`config.mk`:
```
export PLATFORM = sky130hd
export DESIGN_NAME = lsq_sequencer
export DESIGN_NICKNAME = d
export VERILOG_FILES = /design/src/include/lsq_pkg.sv /design/src/rtl/lsq_occ_counter.sv /design/src/rtl/lsq_short_timer.sv /design/src/rtl/lsq_sequencer.sv
export VERILOG_INCLUDE_DIRS = /design/src /design/src/include
export SDC_FILE = /design/constraint.sdc
export NUM_CORES = 1
export LEC_CHECK = 0
export ABC_AREA = 1
export BUFFER_PORTS_ARGS = -buffer_cell sky130_fd_sc_hd__clkbuf_2
export CORE_ASPECT_RATIO = 1.25
export CORE_MARGIN = 5
export CORE_UTILIZATION = 60
export CTS_CLUSTER_DIAMETER = 150
export CTS_CLUSTER_SIZE = 12
export DETAILED_ROUTE_END_ITERATION = 10
export PLACE_DENSITY = 0.83
export SYNTH_ARGS = -nofsm -noshare
export SYNTH_HDL_FRONTEND = slang
export SYNTH_SLANG_ARGS = --single-unit
```
`constraint.sdc`:
```
create_clock -name ref_clk -period 2.05 [get_ports ref_clk]
set_input_delay 0.1025 -clock ref_clk [delete_from_list [all_inputs] [get_ports ref_clk]]
set_output_delay 0.1025 -clock ref_clk [all_outputs]
set_load 0.02 [all_outputs]
```
`src/include/lsq_defines.svh`:
```
// Timing and threshold constants for the LED switch sequencer
// Functional notes
// RL1 - Supply start: precharge compensation, gate held off
// RL2 - Compensation above 0.8V: settled, gate enabled
// RL3 - Supply below 7.2V: stop gate, wait
// RL4 - Lockout discharges compensation, clears settled state
// RL5 - Peak current reached: gate off immediately
// RL6 - Gate stays off minimum off interval
// RL7 - Early aux fall: turn on at interval end
// RL8 - Late aux fall: turn on same cycle
// RL9 - Maximum off time forces new on-time
// RL10 - Sample aux once, blanking after turn-off
// RL11 - Aux above 3.2V thrice: latch fault
// RL12 - Supply above 24V thrice: latch fault
// RL13 - Over-voltage fault holds until lockout, restart
// RL14 - Aux below 400mV 5-10ms: short fault
// RL15 - Short fault restarts only after lockout
// RL16 - Short fault and restart repeat while persists
// RL17 - Current above 2.0V: gate off immediately
// RL18 - Blanking interval is 240 ns
// RL19 - Lockout clears both counters and short timer
// RL20 - Off and short times are cycle parameters
`ifndef LSQ_DEFINES_SVH
`define LSQ_DEFINES_SVH
`define LSQ_CLK_PERIOD_NS   10
`define LSQ_BLANK_NS        240
`define LSQ_BLANK_CYC       ((`LSQ_BLANK_NS + `LSQ_CLK_PERIOD_NS - 1) \
                             / `LSQ_CLK_PERIOD_NS)
`define LSQ_MIN_OFF_US      8
`define LSQ_MIN_OFF_CYC     ((`LSQ_MIN_OFF_US * 1000) / `LSQ_CLK_PERIOD_NS)
`define LSQ_MAX_OFF_CYC     4000
`define LSQ_SHORT_MS        5
`define LSQ_SHORT_CYC       ((`LSQ_SHORT_MS * 1000000) / `LSQ_CLK_PERIOD_NS)
`define LSQ_OV_LIMIT        3
`endif

```
`src/include/lsq_pkg.sv`:
```
// Types for the LED switch sequencer
package lsq_pkg;
    typedef enum logic [3:0] {
        LSQ_WAIT   = 4'b0001,
        LSQ_CHARGE = 4'b0010,
        LSQ_RUN    = 4'b0100,
        LSQ_FAULT  = 4'b1000
    } lsq_state_e;

    typedef struct packed {
        logic supply_start;    // Supply above start level
        logic supply_low;      // Supply below lockout level
        logic supply_over;     // Supply above 24V
        logic comp_settled;    // Compensation above 0.8V
        logic peak_reached;    // Current at peak threshold
        logic over_current;    // Current above 2.0V
        logic aux_level;       // Aux winding sense above edge level
        logic aux_over;        // Aux above 3.2V
        logic aux_short;       // Aux below 400mV
    } lsq_sense_s;
endpackage

```
`src/rtl/lsq_occ_counter.sv`:
```
// Saturating occurrence counter with latched trip
`timescale 1ns/1ps
module lsq_occ_counter
    import lsq_pkg::*;
#(
    parameter int LIMIT = 3
) (
    input  wire logic ref_clk, // Clock
    input  wire logic srst,    // Sync reset
    input  wire logic clear,   // Clear count
    input  wire logic hit,     // One occurrence
    output logic      trip     // Limit reached
);
    logic [3:0] count;

    always_ff @(posedge ref_clk) begin
        if (srst || clear) begin
            count <= 4'h0;
        end else if (hit && count < 4'(LIMIT)) begin
            count <= count + 4'h1;
        end
    end

    assign trip = (count >= 4'(LIMIT));
endmodule

```
`src/rtl/lsq_short_timer.sv`:
```
// Continuous-condition qualification timer
`timescale 1ns/1ps
module lsq_short_timer
    import lsq_pkg::*;
#(
    parameter int CYCLES = 500000
) (
    input  wire logic ref_clk, // Clock
    input  wire logic srst,    // Sync reset
    input  wire logic clear,   // Clear timer
    input  wire logic sample,  // Sample strobe
    input  wire logic low,     // Sampled level low
    output logic      trip     // Qualified
);
    logic [31:0] count;
    logic        armed;

    // Time runs from the first low sample until a high sample clears it
    always_ff @(posedge ref_clk) begin
        if (srst || clear) begin
            count <= 32'h0000_0000;
        end else if (sample && !low) begin
            count <= 32'h0000_0000;
        end else if (armed && count < 32'(CYCLES)) begin
            count <= count + 32'h0000_0001;
        end
    end

    // Armed by a low sample, disarmed by a high one
    always_ff @(posedge ref_clk) begin
        if (srst || clear) begin
            armed <= 1'b0;
        end else if (sample) begin
            armed <= low;
        end
    end

    assign trip = armed && (count >= 32'(CYCLES));
endmodule

```
`src/rtl/lsq_sequencer.sv`:
```
// LED converter switch and protection sequencer
`timescale 1ns/1ps
`include "lsq_defines.svh"
module lsq_sequencer
    import lsq_pkg::*;
#(
    parameter int MIN_OFF_CYC = `LSQ_MIN_OFF_CYC, // [RL20]
    parameter int MAX_OFF_CYC = `LSQ_MAX_OFF_CYC,
    parameter int SHORT_CYC   = `LSQ_SHORT_CYC,
    parameter int BLANK_CYC   = `LSQ_BLANK_CYC
) (
    input  wire logic       ref_clk,      // 100 MHz clock
    input  wire logic       srst,         // Sync reset, high
    input  wire lsq_sense_s sense,        // Comparator levels
    output logic            gate_on,      // Power switch gate
    output logic            comp_charge,  // Precharge compensation
    output logic            comp_dump,    // Discharge compensation
    output logic            loop_settled, // Loop settled
    output logic            fault_ovp_out,// Output over-voltage
    output logic            fault_ovp_sup,// Supply over-voltage
    output logic            fault_short   // Short-circuit fault
);
    lsq_state_e state;
    lsq_state_e next_state;
    logic [31:0] off_cnt;
    logic        aux_prev;
    logic        edge_seen;
    logic        sampled;
    logic        sample_stb;
    logic        aux_fall;
    logic        turn_off;
    logic        turn_on;
    logic        trip_ovo;
    logic        trip_ovs;
    logic        trip_sc;
    logic        lockout;
    logic        sup_prev;

    ////////////////////////////////////////////////////////////////////
    // Combinational decisions
    assign lockout  = sense.supply_low;
    assign aux_fall = aux_prev && !sense.aux_level;
    assign turn_off = gate_on
                      && (sense.peak_reached     // [RL5]
                          || sense.over_current); // [RL17]
    assign sample_stb = !gate_on && !sampled
                        && off_cnt == 32'(BLANK_CYC); // [RL10] [RL18]

    always_comb begin
        turn_on = 1'b0;
        if (state == LSQ_RUN && !gate_on
            && off_cnt >= 32'(MIN_OFF_CYC)) begin // [RL6]
            if (off_cnt == 32'(MIN_OFF_CYC) && edge_seen)
                turn_on = 1'b1;                    // [RL7]
            else if (aux_fall)
                turn_on = 1'b1;                    // [RL8]
            else if (off_cnt >= 32'(MAX_OFF_CYC))
                turn_on = 1'b1;                    // [RL9]
        end
    end

    always_comb begin
        next_state = state;
        case (state)
            LSQ_WAIT: begin
                if (sense.supply_start && !lockout)
                    next_state = LSQ_CHARGE;       // [RL1]
            end
            LSQ_CHARGE: begin
                if (lockout)
                    next_state = LSQ_WAIT;
                else if (sense.comp_settled)
                    next_state = LSQ_RUN;          // [RL2]
            end
            LSQ_RUN: begin
                if (lockout)
                    next_state = LSQ_WAIT;         // [RL3]
                else if (trip_ovo || trip_ovs || trip_sc)
                    next_state = LSQ_FAULT;
            end
            LSQ_FAULT: begin
                if (lockout)
                    next_state = LSQ_WAIT;         // [RL13] [RL15] [RL16]
            end
            default: next_state = LSQ_WAIT;
        endcase
    end

    ////////////////////////////////////////////////////////////////////
    // State register
    always_ff @(posedge ref_clk) begin
        if (srst)
            state <= LSQ_WAIT;
        else
            state <= next_state;
    end

    ////////////////////////////////////////////////////////////////////
    // Gate drive
    always_ff @(posedge ref_clk) begin
        if (srst)
            gate_on <= 1'b0;
        else if (next_state != LSQ_RUN || turn_off)
            gate_on <= 1'b0;                       // [RL3] [RL5] [RL17]
        else if (turn_on)
            gate_on <= 1'b1;
    end

    // Off-time counter, restarts at every turn-off
    always_ff @(posedge ref_clk) begin
        if (srst || gate_on)
            off_cnt <= 32'h0000_0000;
        else if (off_cnt != 32'hFFFF_FFFF)
            off_cnt <= off_cnt + 32'h0000_0001;
    end

    always_ff @(posedge ref_clk) begin
        if (srst)
            aux_prev <= 1'b0;
        else
            aux_prev <= sense.aux_level;
    end

    // Early falling edge remembered for interval end
    always_ff @(posedge ref_clk) begin
        if (srst || gate_on)
            edge_seen <= 1'b0;
        else if (aux_fall && off_cnt < 32'(MIN_OFF_CYC))
            edge_seen <= 1'b1;                     // [RL7]
    end

    always_ff @(posedge ref_clk) begin
        if (srst || gate_on)
            sampled <= 1'b0;
        else if (sample_stb)
            sampled <= 1'b1;                       // [RL10]
    end

    ////////////////////////////////////////////////////////////////////
    // Compensation node control
    always_ff @(posedge ref_clk) begin
        if (srst) begin
            comp_charge  <= 1'b0;
            comp_dump    <= 1'b1;
            loop_settled <= 1'b0;
        end else begin
            comp_charge  <= (next_state == LSQ_CHARGE); // [RL1]
            comp_dump    <= (next_state == LSQ_WAIT);   // [RL4]
            loop_settled <= (next_state == LSQ_RUN)
                            || (next_state == LSQ_FAULT); // [RL2] [RL4]
        end
    end

    ////////////////////////////////////////////////////////////////////
    // Protection counters
    always_ff @(posedge ref_clk) begin
        if (srst)
            sup_prev <= 1'b0;
        else
            sup_prev <= sense.supply_over;
    end

    lsq_occ_counter #(.LIMIT(`LSQ_OV_LIMIT)) u_ov_out (
        .ref_clk (ref_clk),
        .srst    (srst),
        .clear   (lockout),                        // [RL19]
        .hit     (sample_stb && sense.aux_over),   // [RL11]
        .trip    (trip_ovo)
    );

    lsq_occ_counter #(.LIMIT(`LSQ_OV_LIMIT)) u_ov_sup (
        .ref_clk (ref_clk),
        .srst    (srst),
        .clear   (lockout),                        // [RL19]
        .hit     (sense.supply_over && !sup_prev), // [RL12]
        .trip    (trip_ovs)
    );

    lsq_short_timer #(.CYCLES(SHORT_CYC)) u_short (
        .ref_clk (ref_clk),
        .srst    (srst),
        .clear   (lockout || state != LSQ_RUN),    // [RL19]
        .sample  (sample_stb),
        .low     (sense.aux_short),                // [RL14]
        .trip    (trip_sc)
    );

    always_ff @(posedge ref_clk) begin
        if (srst || lockout) begin
            fault_ovp_out <= 1'b0;
            fault_ovp_sup <= 1'b0;
            fault_short   <= 1'b0;
        end else if (state == LSQ_RUN) begin
            fault_ovp_out <= fault_ovp_out | trip_ovo; // [RL11]
            fault_ovp_sup <= fault_ovp_sup | trip_ovs; // [RL12]
            fault_short   <= fault_short | trip_sc;    // [RL14]
        end
    end
endmodule

```
Word level (Yosys, flattened, before mapping)

Cells that the tools add are included.

Add/subtract/negate cells: 4
Multipliers: 0
Divide/modulo/power cells: 0
Magnitude comparators: 9
Equality and inequality tests: 13
Shift operators: 0
Mux-type cells: 11
Bitwise gates (word level): 3
Reduce and logical (&&, ||, !) cells: 33

Operators with widths:

| cell                                                          | number |
|---|---|
| adder 32 x 1 -> 32 bit (second input constant)                | 2 |
| == test 32 x 10 -> 1 bit (second input constant)              | 1 |
| == test 32 x 5 -> 1 bit (second input constant)               | 1 |
| >= comparator 32 x 10 -> 1 bit (second input constant)        | 1 |
| >= comparator 32 x 12 -> 1 bit (second input constant)        | 1 |
| >= comparator 32 x 19 -> 1 bit (second input constant)        | 1 |
| less-than comparator 32 x 10 -> 1 bit (second input constant) | 1 |
| less-than comparator 32 x 19 -> 1 bit (second input constant) | 1 |
| inequality test 32 bit (second input constant)                | 1 |
| 2-to-1 mux 4 bit                                              | 6 |
| logical AND 1 bit                                             | 16 |
| one-hot mux 4 bit (4 select lines)                            | 1 |
| logical OR 1 bit                                              | 9 |
| adder 4 x 1 -> 4 bit (second input constant)                  | 2 |
| == test 4 x 1 -> 1 bit (second input constant)                | 2 |
| == test 4 x 2 -> 1 bit (second input constant)                | 2 |
| == test 4 x 3 -> 1 bit (second input constant)                | 2 |
| == test 4 bit (second input constant)                         | 2 |
| >= comparator 4 x 2 -> 1 bit (second input constant)          | 2 |
| less-than comparator 4 x 2 -> 1 bit (second input constant)   | 2 |
| inequality test 4 x 3 -> 1 bit (second input constant)        | 2 |
| logical NOT 1 bit                                             | 6 |
| 2-to-1 mux 1 bit                                              | 4 |
| OR reduction 2 bit                                            | 2 |
| OR 1 bit                                                      | 3 |

Register bits: 88
Bits in latches: 0
Memory bits (writable): 0
Memory bits (read-only): 0
Bits of input ports: 11
Output and inout bits: 7
Word-level logic and storage cells: 90
Memories kept: 0

Longest topological paths before layout

Depth after elaboration: 9
Depth in mapped cells: 13
Mapped depth without buffers: 13

By module

From an unflattened synthesis, not the netlist that was laid out.

Cell total of the unflattened synthesis: 761
Area, all modules: 5082.4 um^2

By module, submodules not included:

| module          | times used | cells an instance | area each (um^2) | seq. area each (um^2) |
|---|---|---|---|---|
| lsq_sequencer   | 1          | 457               | 2896.5           | 940.9 |
| lsq_short_timer | 1          | 248               | 1800.5           | 660.6 |
| lsq_occ_counter | 2          | 28                | 192.7            | 80.1 |

Least setup slack after synthesis

OpenSTA, ideal clock, no wires.

Path kind: reg-to-reg
Start point: register off_cnt[0]
End point: register off_cnt[1]
Library setup time: 131 ps
Arrival: 1395 ps
Setup slack: 524 ps
Stages on the path, launching flop included: 10
Buffers on the path: 1
Cell sequence: dfxtp_1 > ha_1 > inv_1 > nor3_4 > nand2_2 > nor2_4 > nand2_2 > buf_2 > nand2_1 > a21oi_2

Word-level cells in the longest chain between the ends: 1
Elaborated cells between the ends (all ways): 2

Ends and longest elaborated chain:

| element                                                                 | line                                       | source |
|---|---|---|
| start: declaration                                                      | lsq_sequencer.sv:25                        | `logic [31:0] off_cnt;` |
| start signal: assignment                                                | lsq_sequencer.sv:114                       | `off_cnt <= off_cnt + 32'h0000_0001;` |
| adder 32 x 1 -> 32 bit / inequality test 32 bit (equally long branches) | lsq_sequencer.sv:114, lsq_sequencer.sv:113 |  |

Parallel ways exist; a longest one is shown, timed or not.
A chain may end at the register's enable or synchronous reset.

Final worst setup path

Ends and elaborated chain as after synthesis.

==> impl.org <==
** Synthesis
- Summing the areas of all fa, ha and maj instances in the mapped netlist gives around 1.6% of the synthesized area.
- The synthesized design spends more area on one cell type than any other, namely sky130_fd_sc_hd__dfxtp_1.
- Sorting the synthesized cells by area gives the leading types as sky130_fd_sc_hd__dfxtp_1, sky130_fd_sc_hd__nand2_1, sky130_fd_sc_hd__nor2_1.
- The synthesized netlist devotes under 10% of its cell area to compound gates.
- Yosys mapped a number of flops with a built-in enable equal to 0.
- Portion of netlist area occupied by mux cells :: 0%
- Count of unique library cells instantiated by Yosys :: 35
- FFs w/ async S/R, synth :: 0%
- FF+latch count, synth :: between 80 and 90
- Summing the sequential cell areas from Yosys gives between 30% and 40% of the chip area.
- The synthesized netlist devotes about 6.0% of its cell area to XOR and XNOR gates.
- Mean cell area of the mapped netlist :: ~6.9 um2
- Synth Net Count :: 690
- Synthesis produced between 600 and 700 cells.
- By area, the combinational part of the netlist is dominated by simple AND/OR/NAND/NOR gates.
- Yosys warnings :: 0
- Flip-flop cell with the highest count after synthesis :: sky130_fd_sc_hd__dfxtp_1
- Area fraction in and, or, nand and nor cells after synthesis :: 36.19%
- Post-Synthesis Cell Area :: ~4600 um2
- After synthesis, the largest area contributor takes up between 30% and 40% of total cell area.

** GRT
- The number of antenna violations at the first check in global routing was 0.
- Pin count of the biggest net entering global routing :: 24
- First-pass GRT wire length :: 17150 um
- In the global route stage, overall resource usage came out at around 23%.
- The number of global-route vias before repair is 4061.
- After global routing the overflow that remains totals 0.

** Final layout
- Commonest cells after routing, fill and taps aside :: sky130_fd_sc_hd__nand2_1, sky130_fd_sc_hd__nor2_1, sky130_fd_sc_hd__inv_1
- Leaving out fill and tap cells, the most frequent cell in the layout is sky130_fd_sc_hd__nand2_1.
- Fraction of final layout cells sized beyond drive strength 1 :: around an eighth
- Antenna diode count :: 0
- Area growth syn-to-layout :: 7.670%
- Total number of nets in the final design :: between 700 and 800
- Final non-filler cell total :: 796

** Critical path
- In this design, the critical path's most frequently occurring cell is sky130_fd_sc_hd__nand2_2.
- In this design, the largest share of critical-path delay is due to simple AND/OR/NAND/NOR gates.
- Counting both buffers and inverters, the worst setup path holds a total of 2.
- Critical path's slowest cell :: sky130_fd_sc_hd__dfxtp_1
- Critical Path Source Type :: flip-flop
- Crit path max fanout :: 21
- CP Data Arrival Time :: ~2.1 ns
- The signal on the critical path passes through ha_1 > inv_1 > nor3_4 > nand2_2 > nor2_4 > nand2_2 > inv_2 > nand2_1 > a21oi_2.
- Highest cell delay on the worst timing path :: 0.41 ns
- CP Capture Type :: flip-flop
- Crit Path Class :: flip-flop to flip-flop
- Worst path required time :: 2.34 ns

** STA
- Number of setup violations in the final report :: 0
- The final hold violation count is 0.
- For the pin with the worst max-slew slack, the measured transition is 0.5168 ns.
- On the final layout, the worst clock skew is between 0.01 and 0.015 ns.
- In the finished design, the share of the clock period the worst path needs comes to ~90%.
- Measured against its own limit, the worst slew margin works out to between 60% and 70%.
- Timing would allow up to about 540 MHz.
- Fin. max-slew vios :: 0
- Summed over all failing endpoints, the final setup total negative slack is 0 ns.
- Setup repair after global routing left no endpoint under its margin.
- After layout, the minimum clock period comes to 1.852 ns.
- Post-layout worst setup margin :: just under 0.2 ns

** Die
- The floorplan has 36 rows.
- Die width :: approximately 89 um
- For this configuration, the core starts out at a cell density of between 60% and 70%.
- From bottom edge to top edge, the die measures 108.4 um.
- Placeable Area :: 7702 um2
- I/O pins :: 18
- The die covers 9621 um2.

** Detailed routing
- After detailed routing, the number of remaining DRC violations is 0.
- Length of the first detailed-routing pass in iterations :: 4
- Total wirelength of the detailed-routed design :: about 10000 um
- The detailed router placed about 4.2k vias in this run.
- After detailed routing, the number of vias per cell comes to about 5.3.
- The detail route stage leaves a number of antenna-violating nets equal to 0.
- After detailed routing, the average wire length per cell comes to approximately 13 um.
- DRC marker count from the first detailed-route iteration :: 154

** Clock tree
- The root buffer cell chosen for the clock tree is sky130_fd_sc_hd__clkbuf_8.
- CTS saw 88 sinks.
- Clock-pin slew was measured on the worst setup and hold paths at about 0.1 ns.
- Total clock buffers created by CTS :: 9
- Clock latency on the worst-skew pair :: ~0.36 ns
- No sink is reached through more buffers than the 2 on the longest clock path.
- Post-cts repair resize count :: 0
- TritonCTS built the clock tree.
- The H-tree was split into 3 levels.

** Pwr
- Total power after layout :: approximately 2.9 mW
- Across the VDD grid, the largest voltage drop is 0.0003899 V.
- Leakage power :: around 2.1 nW
- Pwr/cell area :: slightly below 600 nW/um2

** Placed design
- The wire-length estimate of the detail-placed layout is between 7000 and 8000 um.
- Number of buffers added on ports :: 17
- Placement-stage worst setup slack :: 0.2187 ns
- Weighted congestion reported at the end of routability-driven placement :: 0.9529
- Once placement completed, the tool counted placed cells totaling 778.

** Run status
- Run status :: complete, no violations

** Hold path
- The worst hold path belongs to the class primary input to flip-flop.

** Run
- Number of maximum-capacitance constraint violations :: 0
## cell families (layout without fill, tap and decap cells)
kind of cell,count (synthesis),after routing
flip-flops,88,88
AND/OR/NAND/NOR,369,369
buffers and inverters,118,146
adder cells (fa/ha/maj),6,6
AO/OA/AOI/OAI,60,60
XOR/XNOR,32,32
## area by class of cell
cell class | instances | area [um2]
tap | 95 | 118.9
multi-input combinational | 467 | 2389
inverter | 105 | 394.1
fill | 716 | 2696
clock buffer | 9 | 123.9
sequential | 88 | 1762
timing repair buffer | 25 | 162.7
clock inverter | 7 | 56.30
## routing by layer
metal	vias up	global-route usage, %	wire, um
met1	1914	25.17	4225
met3	27	4.421	367
li1	2147	-	-
met4	0	12.42	348
met5	-	0	0
met2	97	39.28	5099
## power breakdown
group,switching (mW),total [mW],internal (mW)
Combinational,0.0647,0.0999,0.0352
Sequential,0.0110,1.73,1.72
Clock,0.658,1.11,0.448
## registers in the layout, summed over array words and instances, names as in the netlist, 4 cells and up
name	cells
u_ov_sup.count	4
u_ov_out.count	4
state	4
off_cnt	32
u_short.count	32
## metrics by stage
stage	instance area, um2	utilization [%]	hold slack [ns]
6_report	5006	64.99	0.03944
5_1_grt	5006	64.99	0.03965
4_1_cts	5006	64.99	0.02772
3_5_place_dp	4806	62.39	0.3260
3_3_place_gp	4806	62.39	0.3220
2_1_floorplan	4649	-	0.2275
## synth_stat cells (all sizes together), types with 10 or more instances
cell type and n:
xnor2 10, dfxtp 88, inv 105, buf 12, a21oi 26, xor2 22
nand4 16, nand2 149, o21ai 28, nor2 131, nor3 34, nand3 31
## what timing repair did
item | 4_1_cts | 5_1_grt
hold endpoints to repair | 2 | 0
hold buffers | 2 | 0
buffers inserted | 0 | 0
## final timing paths
path / from / to / slack, ns / cells past startpoint
max: off_cnt[0] / off_cnt[1] / 0.20 / 9
min: srst / sup_prev / 0.04 / 2
max reg2reg: off_cnt[0] / off_cnt[1] / 0.20 / 9
min reg2reg: u_ov_sup.count[2] / u_ov_sup.count[2] / 0.43 / 2
Note: power is estimated with default switching activity, not from simulation.
